$ cat src/design/ocs_regs.svh
// Register offsets, field positions, reset values and timing counts of the oscillator select block.
`ifndef OCS_REGS_SVH
`define OCS_REGS_SVH

`define OCS_ADDR_W 12
`define OCS_OFF_TUNE 12'h000
`define OCS_OFF_CTRL 12'h004
`define OCS_OFF_FEAT 12'h008
`define OCS_OFF_STAT 12'h00c

`define OCS_TUNE_LFSRC_BIT 7
`define OCS_TUNE_MULT_BIT 6
`define OCS_TUNE_TRIM_LSB 0
`define OCS_TUNE_TRIM_W 5
`define OCS_TUNE_RESET 8'h00

`define OCS_CTRL_FREQ_LSB 4
`define OCS_CTRL_RESET 3'h0

`define OCS_FEAT_PWRT_BIT 0
`define OCS_FEAT_FSCM_BIT 1
`define OCS_FEAT_WDT_BIT 2
`define OCS_FEAT_TWOSPD_BIT 3
`define OCS_FEAT_RESET 4'h0

`define OCS_MODE_RESET 4'h4
`define OCS_FREQ_8M 3'h7
`define OCS_FREQ_4M 3'h6
`define OCS_FREQ_31K 3'h0
`define OCS_FOSC_DIV 4
`define OCS_LF_DIV 256

`define OCS_PCLK_MHZ 200
`define OCS_FAST_SETTLE_US 1000
`define OCS_TUNE_SETTLE_CYC (`OCS_FAST_SETTLE_US * `OCS_PCLK_MHZ)

`endif

$ cat src/design/ocs_pkg.sv
// Types shared by the oscillator select block.
package ocs_pkg;

	typedef enum logic [3:0] {
		OCS_LP = 4'h0,
		OCS_XT = 4'h1,
		OCS_HS = 4'h2,
		OCS_RC = 4'h3,
		OCS_EXT_CLOCK = 4'h4,
		OCS_EXT_CLOCK_IO = 4'h5,
		OCS_HIGH_SPEED_X4 = 4'h6,
		OCS_RC_WITH_IO = 4'h7,
		OCS_INTERNAL_FULL_IO = 4'h8,
		OCS_INTERNAL_CLKOUT = 4'h9
	} ocs_mode_e;

	typedef enum logic [3:0] {
		OCS_SRC_XTAL = 4'h0,
		OCS_SRC_XTAL_X4 = 4'h1,
		OCS_SRC_EXT_PIN = 4'h2,
		OCS_SRC_EXT_RC = 4'h3,
		OCS_SRC_FAST = 4'h4,
		OCS_SRC_FAST_X4 = 4'h5,
		OCS_SRC_POSTSCALED = 4'h6,
		OCS_SRC_SLOW_RC = 4'h7,
		OCS_SRC_FAST_DIV = 4'h8
	} ocs_src_e;

	typedef struct packed {
		logic o;
		logic oe;
	} ocs_pin_s;

endpackage : ocs_pkg

$ cat src/design/ocs_clk_divider.sv
// Tick-driven divider producing a square wave of DIV ticks per period.
`timescale 1ns/1ps
`default_nettype none
module ocs_clk_divider #(
	parameter int DIV = 4
) (
	input wire logic pclk,
	input wire logic presetn,
	input wire logic tick,
	output logic div_out
);
	localparam int HALF = DIV / 2;
	localparam int CW = (HALF > 1) ? $clog2(HALF) : 1;

	logic [CW-1:0] count;

	always_ff @(posedge pclk or negedge presetn) begin
		if (!presetn) begin
			count <= '0;
			div_out <= 1'b0;
		end else if (tick) begin
			if (count == CW'(HALF - 1)) begin
				count <= '0;
				div_out <= ~div_out;
			end else begin
				count <= count + CW'(1);
			end
		end
	end

endmodule : ocs_clk_divider
`default_nettype wire

$ cat src/design/ocs_top.sv
// Oscillator mode decode, pin assignment, multiplier routing and internal clock selection.
//
// Operation
// - Ten oscillator modes are chosen from a four-bit configuration field.
// - External clock mode takes the input pin and drives Fosc/4 out.
// - External clock modes need no oscillator start-up delay.
// - External clock with I/O turns the output pin into port A bit 6.
// - RC mode drives Fosc/4 on the oscillator output pin.
// - RC with I/O is RC mode with the output pin as port A bit 6.
// - High-speed x4 mode multiplies a crystal up to 10 MHz by four.
// - Crystal multiplier runs only for code 0110; software enable ignored there.
// - Software may enable x4 on the fast internal oscillator, up to 32 MHz.
// - Internal multiplier needs mode 1001/1000 and frequency code 111/110.
// - Outside the internal modes the internal multiplier enable bit is forced to zero.
// - Fast internal oscillator gives 8 MHz direct or postscaled down to 31 kHz.
// - Fast oscillator enabled for selections of 125 kHz to 8 MHz, and at 31 kHz when the source bit picks it in an internal mode.
// - Slow RC runs when selected or any timer or monitor feature needs it.
// - Frequency select field picks fast direct, slow RC or postscaled fast.
// - Internal clock-out mode drives Fosc/4 out and input pin as bit 7.
// - Internal full I/O mode makes both oscillator pins port A bits.
// - Tuning writes settle silently; execution continues without any indication.
// - Low-frequency source bit picks the internal source for 31 kHz.
// - Source bit one divides fast oscillator by 256; zero uses slow RC.
//
// Local design decisions: the register offsets and register access over APB.
`timescale 1ns/1ps
`default_nettype none
`include "ocs_regs.svh"
module ocs_top #(
	parameter int TUNE_SETTLE_CYC = `OCS_TUNE_SETTLE_CYC
) (
	input wire logic pclk,
	input wire logic presetn,
	input wire logic [`OCS_ADDR_W-1:0] paddr,
	input wire logic psel,
	input wire logic penable,
	input wire logic pwrite,
	input wire logic [31:0] pwdata,
	output logic [31:0] prdata,
	output logic pready,
	output logic pslverr,
	input wire logic [3:0] osc_mode_cfg,
	input wire logic fast_osc_tick,
	input wire logic osc_in_pin_i,
	input wire logic osc_out_pin_i,
	output ocs_pkg::ocs_pin_s osc_in_pin_drv,
	output ocs_pkg::ocs_pin_s osc_out_pin_drv,
	input wire ocs_pkg::ocs_pin_s port_a_bit6_drv,
	input wire ocs_pkg::ocs_pin_s port_a_bit7_drv,
	output logic port_a_bit6_in,
	output logic port_a_bit7_in,
	output ocs_pkg::ocs_src_e clk_src_sel,
	output logic [2:0] postscale_sel,
	output logic xtal_mult_en,
	output logic fast_internal_osc_mult_run,
	output logic fast_osc_en,
	output logic slow_rc_en,
	output logic startup_delay_en,
	output logic [`OCS_TUNE_TRIM_W-1:0] tune_trim,
	output logic tune_settling,
	output logic lf_clk
);
	localparam int SW = $clog2(TUNE_SETTLE_CYC + 1);

	function automatic logic is_internal(input ocs_pkg::ocs_mode_e m);
		return (m == ocs_pkg::OCS_INTERNAL_CLKOUT) || (m == ocs_pkg::OCS_INTERNAL_FULL_IO);
	endfunction : is_internal

	function automatic logic out_is_div4(input ocs_pkg::ocs_mode_e m);
		return (m == ocs_pkg::OCS_EXT_CLOCK) || (m == ocs_pkg::OCS_RC)
			|| (m == ocs_pkg::OCS_INTERNAL_CLKOUT);
	endfunction : out_is_div4

	function automatic logic out_is_io(input ocs_pkg::ocs_mode_e m);
		return (m == ocs_pkg::OCS_EXT_CLOCK_IO) || (m == ocs_pkg::OCS_RC_WITH_IO)
			|| (m == ocs_pkg::OCS_INTERNAL_FULL_IO);
	endfunction : out_is_io

	ocs_pkg::ocs_mode_e mode;
	logic mode_loaded;
	logic lf_src_sel;
	logic mult_sw_en;
	logic [2:0] freq_sel;
	logic [3:0] feat_en;
	logic [SW-1:0] settle_count;
	logic div4_level;
	logic div256_level;
	logic acc_phase;
	logic wr_hit;
	logic mapped;
	logic [31:0] rd_mux;
	logic mult_ok;
	ocs_pkg::ocs_src_e next_src;

	ocs_clk_divider #(.DIV(`OCS_FOSC_DIV)) u_div4 (
		.pclk(pclk),
		.presetn(presetn),
		.tick(1'b1),
		.div_out(div4_level)
	);

	ocs_clk_divider #(.DIV(`OCS_LF_DIV)) u_div256 (
		.pclk(pclk),
		.presetn(presetn),
		.tick(fast_osc_tick),
		.div_out(div256_level)
	);

	// The mode field is a strap: it is caught by a clock edge after release, never by the reset.
	always_ff @(posedge pclk or negedge presetn) begin
		if (!presetn) begin
			mode <= ocs_pkg::ocs_mode_e'(`OCS_MODE_RESET);
			mode_loaded <= 1'b0;
		end else if (!mode_loaded) begin
			mode <= ocs_pkg::ocs_mode_e'(osc_mode_cfg);
			mode_loaded <= 1'b1;
		end
	end

	assign acc_phase = psel && penable && pready;
	assign wr_hit = acc_phase && pwrite;
	assign mapped = (paddr == `OCS_OFF_TUNE) || (paddr == `OCS_OFF_CTRL)
		|| (paddr == `OCS_OFF_FEAT) || (paddr == `OCS_OFF_STAT);
	assign mult_ok = is_internal(mode) && mode_loaded;

	always_comb begin
		rd_mux = 32'h0000_0000;
		case (paddr)
			`OCS_OFF_TUNE: begin
				rd_mux[`OCS_TUNE_LFSRC_BIT] = lf_src_sel;
				rd_mux[`OCS_TUNE_MULT_BIT] = mult_sw_en;
				rd_mux[`OCS_TUNE_TRIM_LSB +: `OCS_TUNE_TRIM_W] = tune_trim;
			end
			`OCS_OFF_CTRL: rd_mux[`OCS_CTRL_FREQ_LSB +: 3] = freq_sel;
			`OCS_OFF_FEAT: rd_mux[3:0] = feat_en;
			`OCS_OFF_STAT: rd_mux[9:0] = {startup_delay_en, slow_rc_en, fast_osc_en,
				fast_internal_osc_mult_run, xtal_mult_en, mode_loaded, mode};
			default: rd_mux = 32'h0000_0000;
		endcase
	end

	// One wait state: pready rises the cycle after the access phase opens and read data is
	// registered with it, so the bus output never depends combinationally on the address.
	always_ff @(posedge pclk or negedge presetn) begin
		if (!presetn) begin
			pready <= 1'b0;
			prdata <= 32'h0000_0000;
			pslverr <= 1'b0;
		end else if (psel && penable && !pready) begin
			pready <= 1'b1;
			prdata <= pwrite ? 32'h0000_0000 : rd_mux;
			pslverr <= !mapped;
		end else begin
			pready <= 1'b0;
			prdata <= 32'h0000_0000;
			pslverr <= 1'b0;
		end
	end

	// Tuning register; the multiplier bit only holds a one in the internal oscillator modes.
	always_ff @(posedge pclk or negedge presetn) begin
		if (!presetn) begin
			lf_src_sel <= 1'(`OCS_TUNE_RESET >> `OCS_TUNE_LFSRC_BIT);
			mult_sw_en <= 1'b0;
			tune_trim <= '0;
		end else begin
			if (!mult_ok) begin
				mult_sw_en <= 1'b0;
			end
			if (wr_hit && paddr == `OCS_OFF_TUNE) begin
				lf_src_sel <= pwdata[`OCS_TUNE_LFSRC_BIT];
				mult_sw_en <= pwdata[`OCS_TUNE_MULT_BIT] && mult_ok;
				tune_trim <= pwdata[`OCS_TUNE_TRIM_LSB +: `OCS_TUNE_TRIM_W];
			end
		end
	end

	always_ff @(posedge pclk or negedge presetn) begin
		if (!presetn) begin
			freq_sel <= `OCS_CTRL_RESET;
			feat_en <= `OCS_FEAT_RESET;
		end else if (wr_hit) begin
			if (paddr == `OCS_OFF_CTRL) begin
				freq_sel <= pwdata[`OCS_CTRL_FREQ_LSB +: 3];
			end
			if (paddr == `OCS_OFF_FEAT) begin
				feat_en <= pwdata[3:0];
			end
		end
	end

	// Retuning is not visible to software; the settle window only masks the clock monitor,
	// which would otherwise trip on the intended frequency shift.
	always_ff @(posedge pclk or negedge presetn) begin
		if (!presetn) begin
			settle_count <= '0;
			tune_settling <= 1'b0;
		end else if (wr_hit && paddr == `OCS_OFF_TUNE) begin
			settle_count <= SW'(TUNE_SETTLE_CYC);
			tune_settling <= 1'b1;
		end else if (settle_count != '0) begin
			settle_count <= settle_count - SW'(1);
			tune_settling <= (settle_count != SW'(1));
		end
	end

	always_comb begin
		case (mode)
			ocs_pkg::OCS_LP, ocs_pkg::OCS_XT, ocs_pkg::OCS_HS: next_src = ocs_pkg::OCS_SRC_XTAL;
			ocs_pkg::OCS_HIGH_SPEED_X4: next_src = ocs_pkg::OCS_SRC_XTAL_X4;
			ocs_pkg::OCS_EXT_CLOCK, ocs_pkg::OCS_EXT_CLOCK_IO: next_src = ocs_pkg::OCS_SRC_EXT_PIN;
			ocs_pkg::OCS_RC, ocs_pkg::OCS_RC_WITH_IO: next_src = ocs_pkg::OCS_SRC_EXT_RC;
			ocs_pkg::OCS_INTERNAL_CLKOUT, ocs_pkg::OCS_INTERNAL_FULL_IO: begin
				if (freq_sel == `OCS_FREQ_31K) begin
					next_src = lf_src_sel ? ocs_pkg::OCS_SRC_FAST_DIV : ocs_pkg::OCS_SRC_SLOW_RC;
				end else if (mult_sw_en && (freq_sel == `OCS_FREQ_8M || freq_sel == `OCS_FREQ_4M)) begin
					next_src = ocs_pkg::OCS_SRC_FAST_X4;
				end else if (freq_sel == `OCS_FREQ_8M) begin
					next_src = ocs_pkg::OCS_SRC_FAST;
				end else begin
					next_src = ocs_pkg::OCS_SRC_POSTSCALED;
				end
			end
			default: next_src = ocs_pkg::OCS_SRC_EXT_RC;
		endcase
	end

	always_ff @(posedge pclk or negedge presetn) begin
		if (!presetn) begin
			clk_src_sel <= ocs_pkg::OCS_SRC_EXT_PIN;
			postscale_sel <= `OCS_CTRL_RESET;
			xtal_mult_en <= 1'b0;
			fast_internal_osc_mult_run <= 1'b0;
			fast_osc_en <= 1'b0;
			slow_rc_en <= 1'b0;
			startup_delay_en <= 1'b0;
			lf_clk <= 1'b0;
		end else begin
			clk_src_sel <= next_src;
			postscale_sel <= freq_sel;
			xtal_mult_en <= mode_loaded && mode == ocs_pkg::OCS_HIGH_SPEED_X4;
			fast_internal_osc_mult_run <= mult_ok && mult_sw_en
				&& (freq_sel == `OCS_FREQ_8M || freq_sel == `OCS_FREQ_4M);
			fast_osc_en <= (freq_sel != `OCS_FREQ_31K)
				|| (lf_src_sel && is_internal(mode));
			slow_rc_en <= (next_src == ocs_pkg::OCS_SRC_SLOW_RC) || (feat_en != 4'h0);
			startup_delay_en <= mode_loaded && mode != ocs_pkg::OCS_EXT_CLOCK
				&& mode != ocs_pkg::OCS_EXT_CLOCK_IO;
			lf_clk <= div256_level;
		end
	end

	// Pin routing. In the crystal modes both pins belong to the analog amplifier, so the
	// digital drivers stay off; an external clock on the input pin then simply passes through.
	always_ff @(posedge pclk or negedge presetn) begin
		if (!presetn) begin
			osc_out_pin_drv <= '0;
			osc_in_pin_drv <= '0;
			port_a_bit6_in <= 1'b0;
			port_a_bit7_in <= 1'b0;
		end else begin
			if (mode_loaded && out_is_div4(mode)) begin
				osc_out_pin_drv <= '{o: div4_level, oe: 1'b1};
			end else if (mode_loaded && out_is_io(mode)) begin
				osc_out_pin_drv <= port_a_bit6_drv;
			end else begin
				osc_out_pin_drv <= '0;
			end
			port_a_bit6_in <= mode_loaded && out_is_io(mode) && osc_out_pin_i;
			if (mode_loaded && is_internal(mode)) begin
				osc_in_pin_drv <= port_a_bit7_drv;
			end else begin
				osc_in_pin_drv <= '0;
			end
			port_a_bit7_in <= mode_loaded && is_internal(mode) && osc_in_pin_i;
		end
	end

	AST_MODE_HELD: assert property (@(posedge pclk) disable iff (!presetn)
		$past(mode_loaded) |-> $stable(mode))
		else $error("Oscillator mode changed after it was sampled.");

	AST_XTAL_MULT: assert property (@(posedge pclk) disable iff (!presetn)
		##1 xtal_mult_en == $past(mode_loaded && mode == ocs_pkg::OCS_HIGH_SPEED_X4))
		else $error("Crystal multiplier enable does not follow the x4 mode.");

	AST_MULT_FORCED: assert property (@(posedge pclk) disable iff (!presetn)
		(mode_loaded && !is_internal(mode)) |=> !mult_sw_en && !fast_internal_osc_mult_run)
		else $error("Internal multiplier enable set outside the internal modes.");

	AST_MULT_FREQ: assert property (@(posedge pclk) disable iff (!presetn)
		fast_internal_osc_mult_run |-> $past(freq_sel == `OCS_FREQ_8M || freq_sel == `OCS_FREQ_4M))
		else $error("Internal multiplier running at a frequency other than 4 or 8 MHz.");

	AST_DIV4_OUT: assert property (@(posedge pclk) disable iff (!presetn)
		(mode_loaded && out_is_div4(mode) && $past(mode_loaded, 4))
		|-> osc_out_pin_drv.oe && osc_out_pin_drv.o == !$past(osc_out_pin_drv.o, 2))
		else $error("Oscillator output pin is not a divide-by-4 clock.");

	AST_IO_OUT: assert property (@(posedge pclk) disable iff (!presetn)
		(mode_loaded && out_is_io(mode)) |=> osc_out_pin_drv == $past(port_a_bit6_drv))
		else $error("Oscillator output pin not handed to port A bit 6.");

	AST_NO_STARTUP: assert property (@(posedge pclk) disable iff (!presetn)
		(mode_loaded && (mode == ocs_pkg::OCS_EXT_CLOCK || mode == ocs_pkg::OCS_EXT_CLOCK_IO))
		|=> !startup_delay_en)
		else $error("Start-up delay requested in an external clock mode.");

	AST_FAST_EN: assert property (@(posedge pclk) disable iff (!presetn)
		(freq_sel != `OCS_FREQ_31K) |=> fast_osc_en)
		else $error("Fast oscillator off while 125 kHz to 8 MHz is selected.");

	AST_SLOW_EN: assert property (@(posedge pclk) disable iff (!presetn)
		(feat_en != 4'h0) |=> slow_rc_en)
		else $error("Slow RC oscillator off while a timer feature needs it.");

	AST_LF_SRC: assert property (@(posedge pclk) disable iff (!presetn)
		(is_internal(mode) && freq_sel == `OCS_FREQ_31K && lf_src_sel)
		|=> clk_src_sel == ocs_pkg::OCS_SRC_FAST_DIV)
		else $error("Low-frequency source select ignored.");

	AST_SETTLE: assert property (@(posedge pclk) disable iff (!presetn)
		(wr_hit && paddr == `OCS_OFF_TUNE) |=> tune_settling [*2])
		else $error("Tuning write did not open the settle window.");

endmodule : ocs_top
`default_nettype wire

$ cat config.mk
export PLATFORM = sky130hd
export DESIGN_NAME = ocs_top
export DESIGN_NICKNAME = d
export VERILOG_FILES = /design/src/design/ocs_pkg.sv /design/src/design/ocs_clk_divider.sv /design/src/design/ocs_top.sv
export VERILOG_INCLUDE_DIRS = /design/src /design/src/design
export SDC_FILE = /design/constraint.sdc
export NUM_CORES = 1
export LEC_CHECK = 0
export ABC_AREA = 0
export BUFFER_PORTS_ARGS = -buffer_cell sky130_fd_sc_hd__buf_2
export CORE_AREA = 2 2 102 104
export DETAILED_ROUTE_END_ITERATION = 10
export DIE_AREA = 0 0 104 106
export PLACE_DENSITY = 0.71
export SLEW_MARGIN = 20
export SYNTH_ARGS = -nofsm -noshare
export SYNTH_HDL_FRONTEND = slang
export SYNTH_SLANG_ARGS = --single-unit
$ cat constraint.sdc
create_clock -name pclk -period 2.5 [get_ports pclk]
set_clock_uncertainty 0.2 [all_clocks]
set_input_delay 0.25 -clock pclk [delete_from_list [all_inputs] [get_ports pclk]]
set_output_delay 0.25 -clock pclk [all_outputs]
set_load 0.01 [all_outputs]
==> results.toml <==
[clocking]
clkLatencyLatePin_ns = 0.36
clockBufferDepth = 2
clkSinkCount = 79
cts_root_buf = "clkbuf_8"
clk_pin_slew_worst_paths_ns = 0.09
cts_resized = 0
cts_setup_buffers = 0
numCtsBuffers = 9
htreeDepth = 3
cts_tree = "built"

[worst_setup_path]
crit_slowest_cell = "or3b_2"
cp-end-kind = "flip-flop"
critical-path-top-delay-family = "simple AND/OR/NAND/NOR gates"
crit_buf_inv = 1
crit_required_ns = 2.53
crit_path_cell_trace = "inv_1 -> ha_1 -> or3b_2 -> o31ai_4 -> nor4_1 -> or3_1"
setup.worst_path.class = "reg2reg"
cp_max_fo = 8
cpPeakStageDelay_ns = 0.58
start_kind = "flip-flop"
arrival_ns = 2.38

[routing]
drc_errors = 0
wl_um = 8800
drt_iter0_markers = 191
ant_nets = 0
firstDrtPassIters = 4
vias = 3066
routedWlPerCell_um = 14.8
viasPerCell = 5.14

[power]
p_int_uw = 2050
comb_power_share_pct = 12.6
switching_share_pct = 28.0
clkPwrFrac_pct = 35.2
ir_drop_v = 0.000321
switching_power_uw = 795
p_leak_uw = 0.00226
pwr-share-seq_pct = 52.2
powerDensity_nw_per_um2 = 593

[finish]
fillers = 929
post-route-util_pct = 47.9
instances_no_fill = 596
regArea_um2 = 1980
multiInputGateArea_um2 = 1730
drive_gt1_share_pct = 27.4
syn_to_final_growth_pct = 23.9
final_nets = 519
diodes = 0

[flow_run]
timing.max_cap.violations = 0

[synthesis]
ys_async_sr_fraction_pct = 100
synth_area_leaders = "dfrtp_1, buf_4, mux2_2"
synth_ff_type = "dfrtp_1"
synth_top_area_share_pct = 49.8
synth_area_um2 = 3870
ys_seq_area_share_pct = 51.2
ys_types = 58
ys_seq_elements = 79
ys_warn_count = 0
yosysMostFrequentCell = "dfrtp_1"
syn_inst = 352
yosysTopAreaCell = "dfrtp_1"
synth_common_cells = "dfrtp_1, nor2_1, buf_4"
synth-edff-count = 0
avgSynthCellArea_um2 = 11.0

[floorplan]
die-area_um2 = 11000
start_util_pct = 38.7
coreArea_um2 = 10000
die_y_um = 106
io_pins = 119
std_cell_rows = 37
die_x_um = 104

[timing]
timing.fmax_mhz = 426
timing.final.crit_share_pct = 94.0
hold_viol = 0
fin_crit_ns = 2.35
rsz0062_at_grt = "no"
drv_slew = 0
setup_slack_ns = 0.150
setup_viol = 0
maxSlewHeadroom_pct = 62.7
setup_tns_ns = 0
worstMarginPinSlew_ns = 0.555

[place]
dp_slack_ns = 0.177
hpwlAfterDp_um = 6310
gp_congestion = 0.850
numPortBuffers = 72
placedCellCount = 560

[grt]
grt_pass1_vias = 2950
grt_pass1_wl_um = 14800
antenna_found_initial = 0
grt-ovfl-total = 0
grt_max_degree = 42
track_usage_pct = 17.0

[run_status]
outcome = "completed"

[min_path]
hold_class = "in2reg"
routing by layer:
metal  track usage, %  part of all wire [%]  up-vias
li1                 -                     -     1456
met1             22.9                    45     1506
met2             27.3                    48       97
met3             3.56                   5.1        7
met4             5.89                   1.3        0
met5                0                     0        -
kinds of logic (layout without fill, tap and decap cells):
logic type | Yosys count | count (layout) | share of synthesized area, %
fa+ha+maj | 4 | 4 | 1.29
flops | 79 | 79 | 51.2
xor+xnor | 6 | 6 | 1.36
buf+inv | 39 | 126 | 6.18
mux | 32 | 32 | 8.99
compound gates | 72 | 72 | 12.5
other cells | 2 | 23 | 0.194
simple gates | 118 | 118 | 18.3
metrics by stage:
| step | hold slack [ns] | cell area, um2 | power [uW] |
|---|---|---|---|
| floorplan | -0.246 | 3950 | 1720 |
| global placement | 0.0713 | 4380 | 1820 |
| detailed placement | 0.0807 | 4380 | 1840 |
| CTS | 0.0870 | 4790 | 2870 |
| global route | 0.114 | 4790 | 2980 |
| finish | 0.0971 | 4790 | 2840 |
power groups by stage:
stage | Clock, uW | Sequential, uW | Combinational, uW
after floorplan | 0 | 1480 | 243
after global placement | 0 | 1500 | 322
after detailed placement | 0 | 1510 | 338
after CTS | 1030 | 1480 | 363
after global routing | 1080 | 1500 | 405
final | 999 | 1480 | 359
layout by cell type, fill, tap and decap left out, types with 7 or more instances in the layout:
cell,n
buf_2,71
nor2_1,24
mux2_1,10
mux2_2,12
nand3_1,11
a21oi_1,19
nor3_1,8
conb_1,23
mux2i_1,10
dlygate4sd3_1,20
and3_1,7
buf_4,11
o21ai_0,14
nand4_1,9
dfrtp_1,77
clkbuf_8,10
nand2_1,19
worst paths after layout:
check,from,to,slack [ns],cells after the start
worst max-delay path,settle_count[0],settle_count[11],0.15,6
worst min-delay path,paddr[2],prdata[7],0.1,3
worst max register to register,settle_count[0],settle_count[11],0.15,6
worst min register to register,u_div256.div_out,lf_clk,0.21,0
max in group asynchronous,presetn,settle_count[6],1.29,3
min in group asynchronous,presetn,prdata[6],0.22,2
registers in the layout (all words and copies together), names as in the netlist, 2 cells and up:
| name | flops |
|---|---|
| settle_count | 18 |
| prdata | 10 |
| u_div256.count | 7 |
| tune_trim | 5 |
| clk_src_sel | 4 |
| feat_en | 4 |
| mode | 4 |
| freq_sel | 3 |
| postscale_sel | 3 |
| osc_in_pin_drv | 2 |
| osc_out_pin_drv | 2 |
tightest hold or removal path, stage by stage:
cell and delay [ns]:
buf_2 0.20, nand3_1 0.10, a21oi_1 0.06
final cells by class:
type                    instances  area share, %
well taps                     136           3.55
clock inverters                 6           1.57
inverters                       6          0.470
repair buffers                104           14.2
multi-input cells             255           36.1
clock buffers                  10           2.87
flip-flops and latches         79           41.3
what timing repair did:
| action | 4_1_cts | 5_1_grt |
|---|---|---|
| hold buffers | 20 | 0 |
| setup endpoints to repair | 0 | 0 |
| hold endpoints to repair | 64 | 0 |
Note: power is estimated with default switching activity, not from simulation.
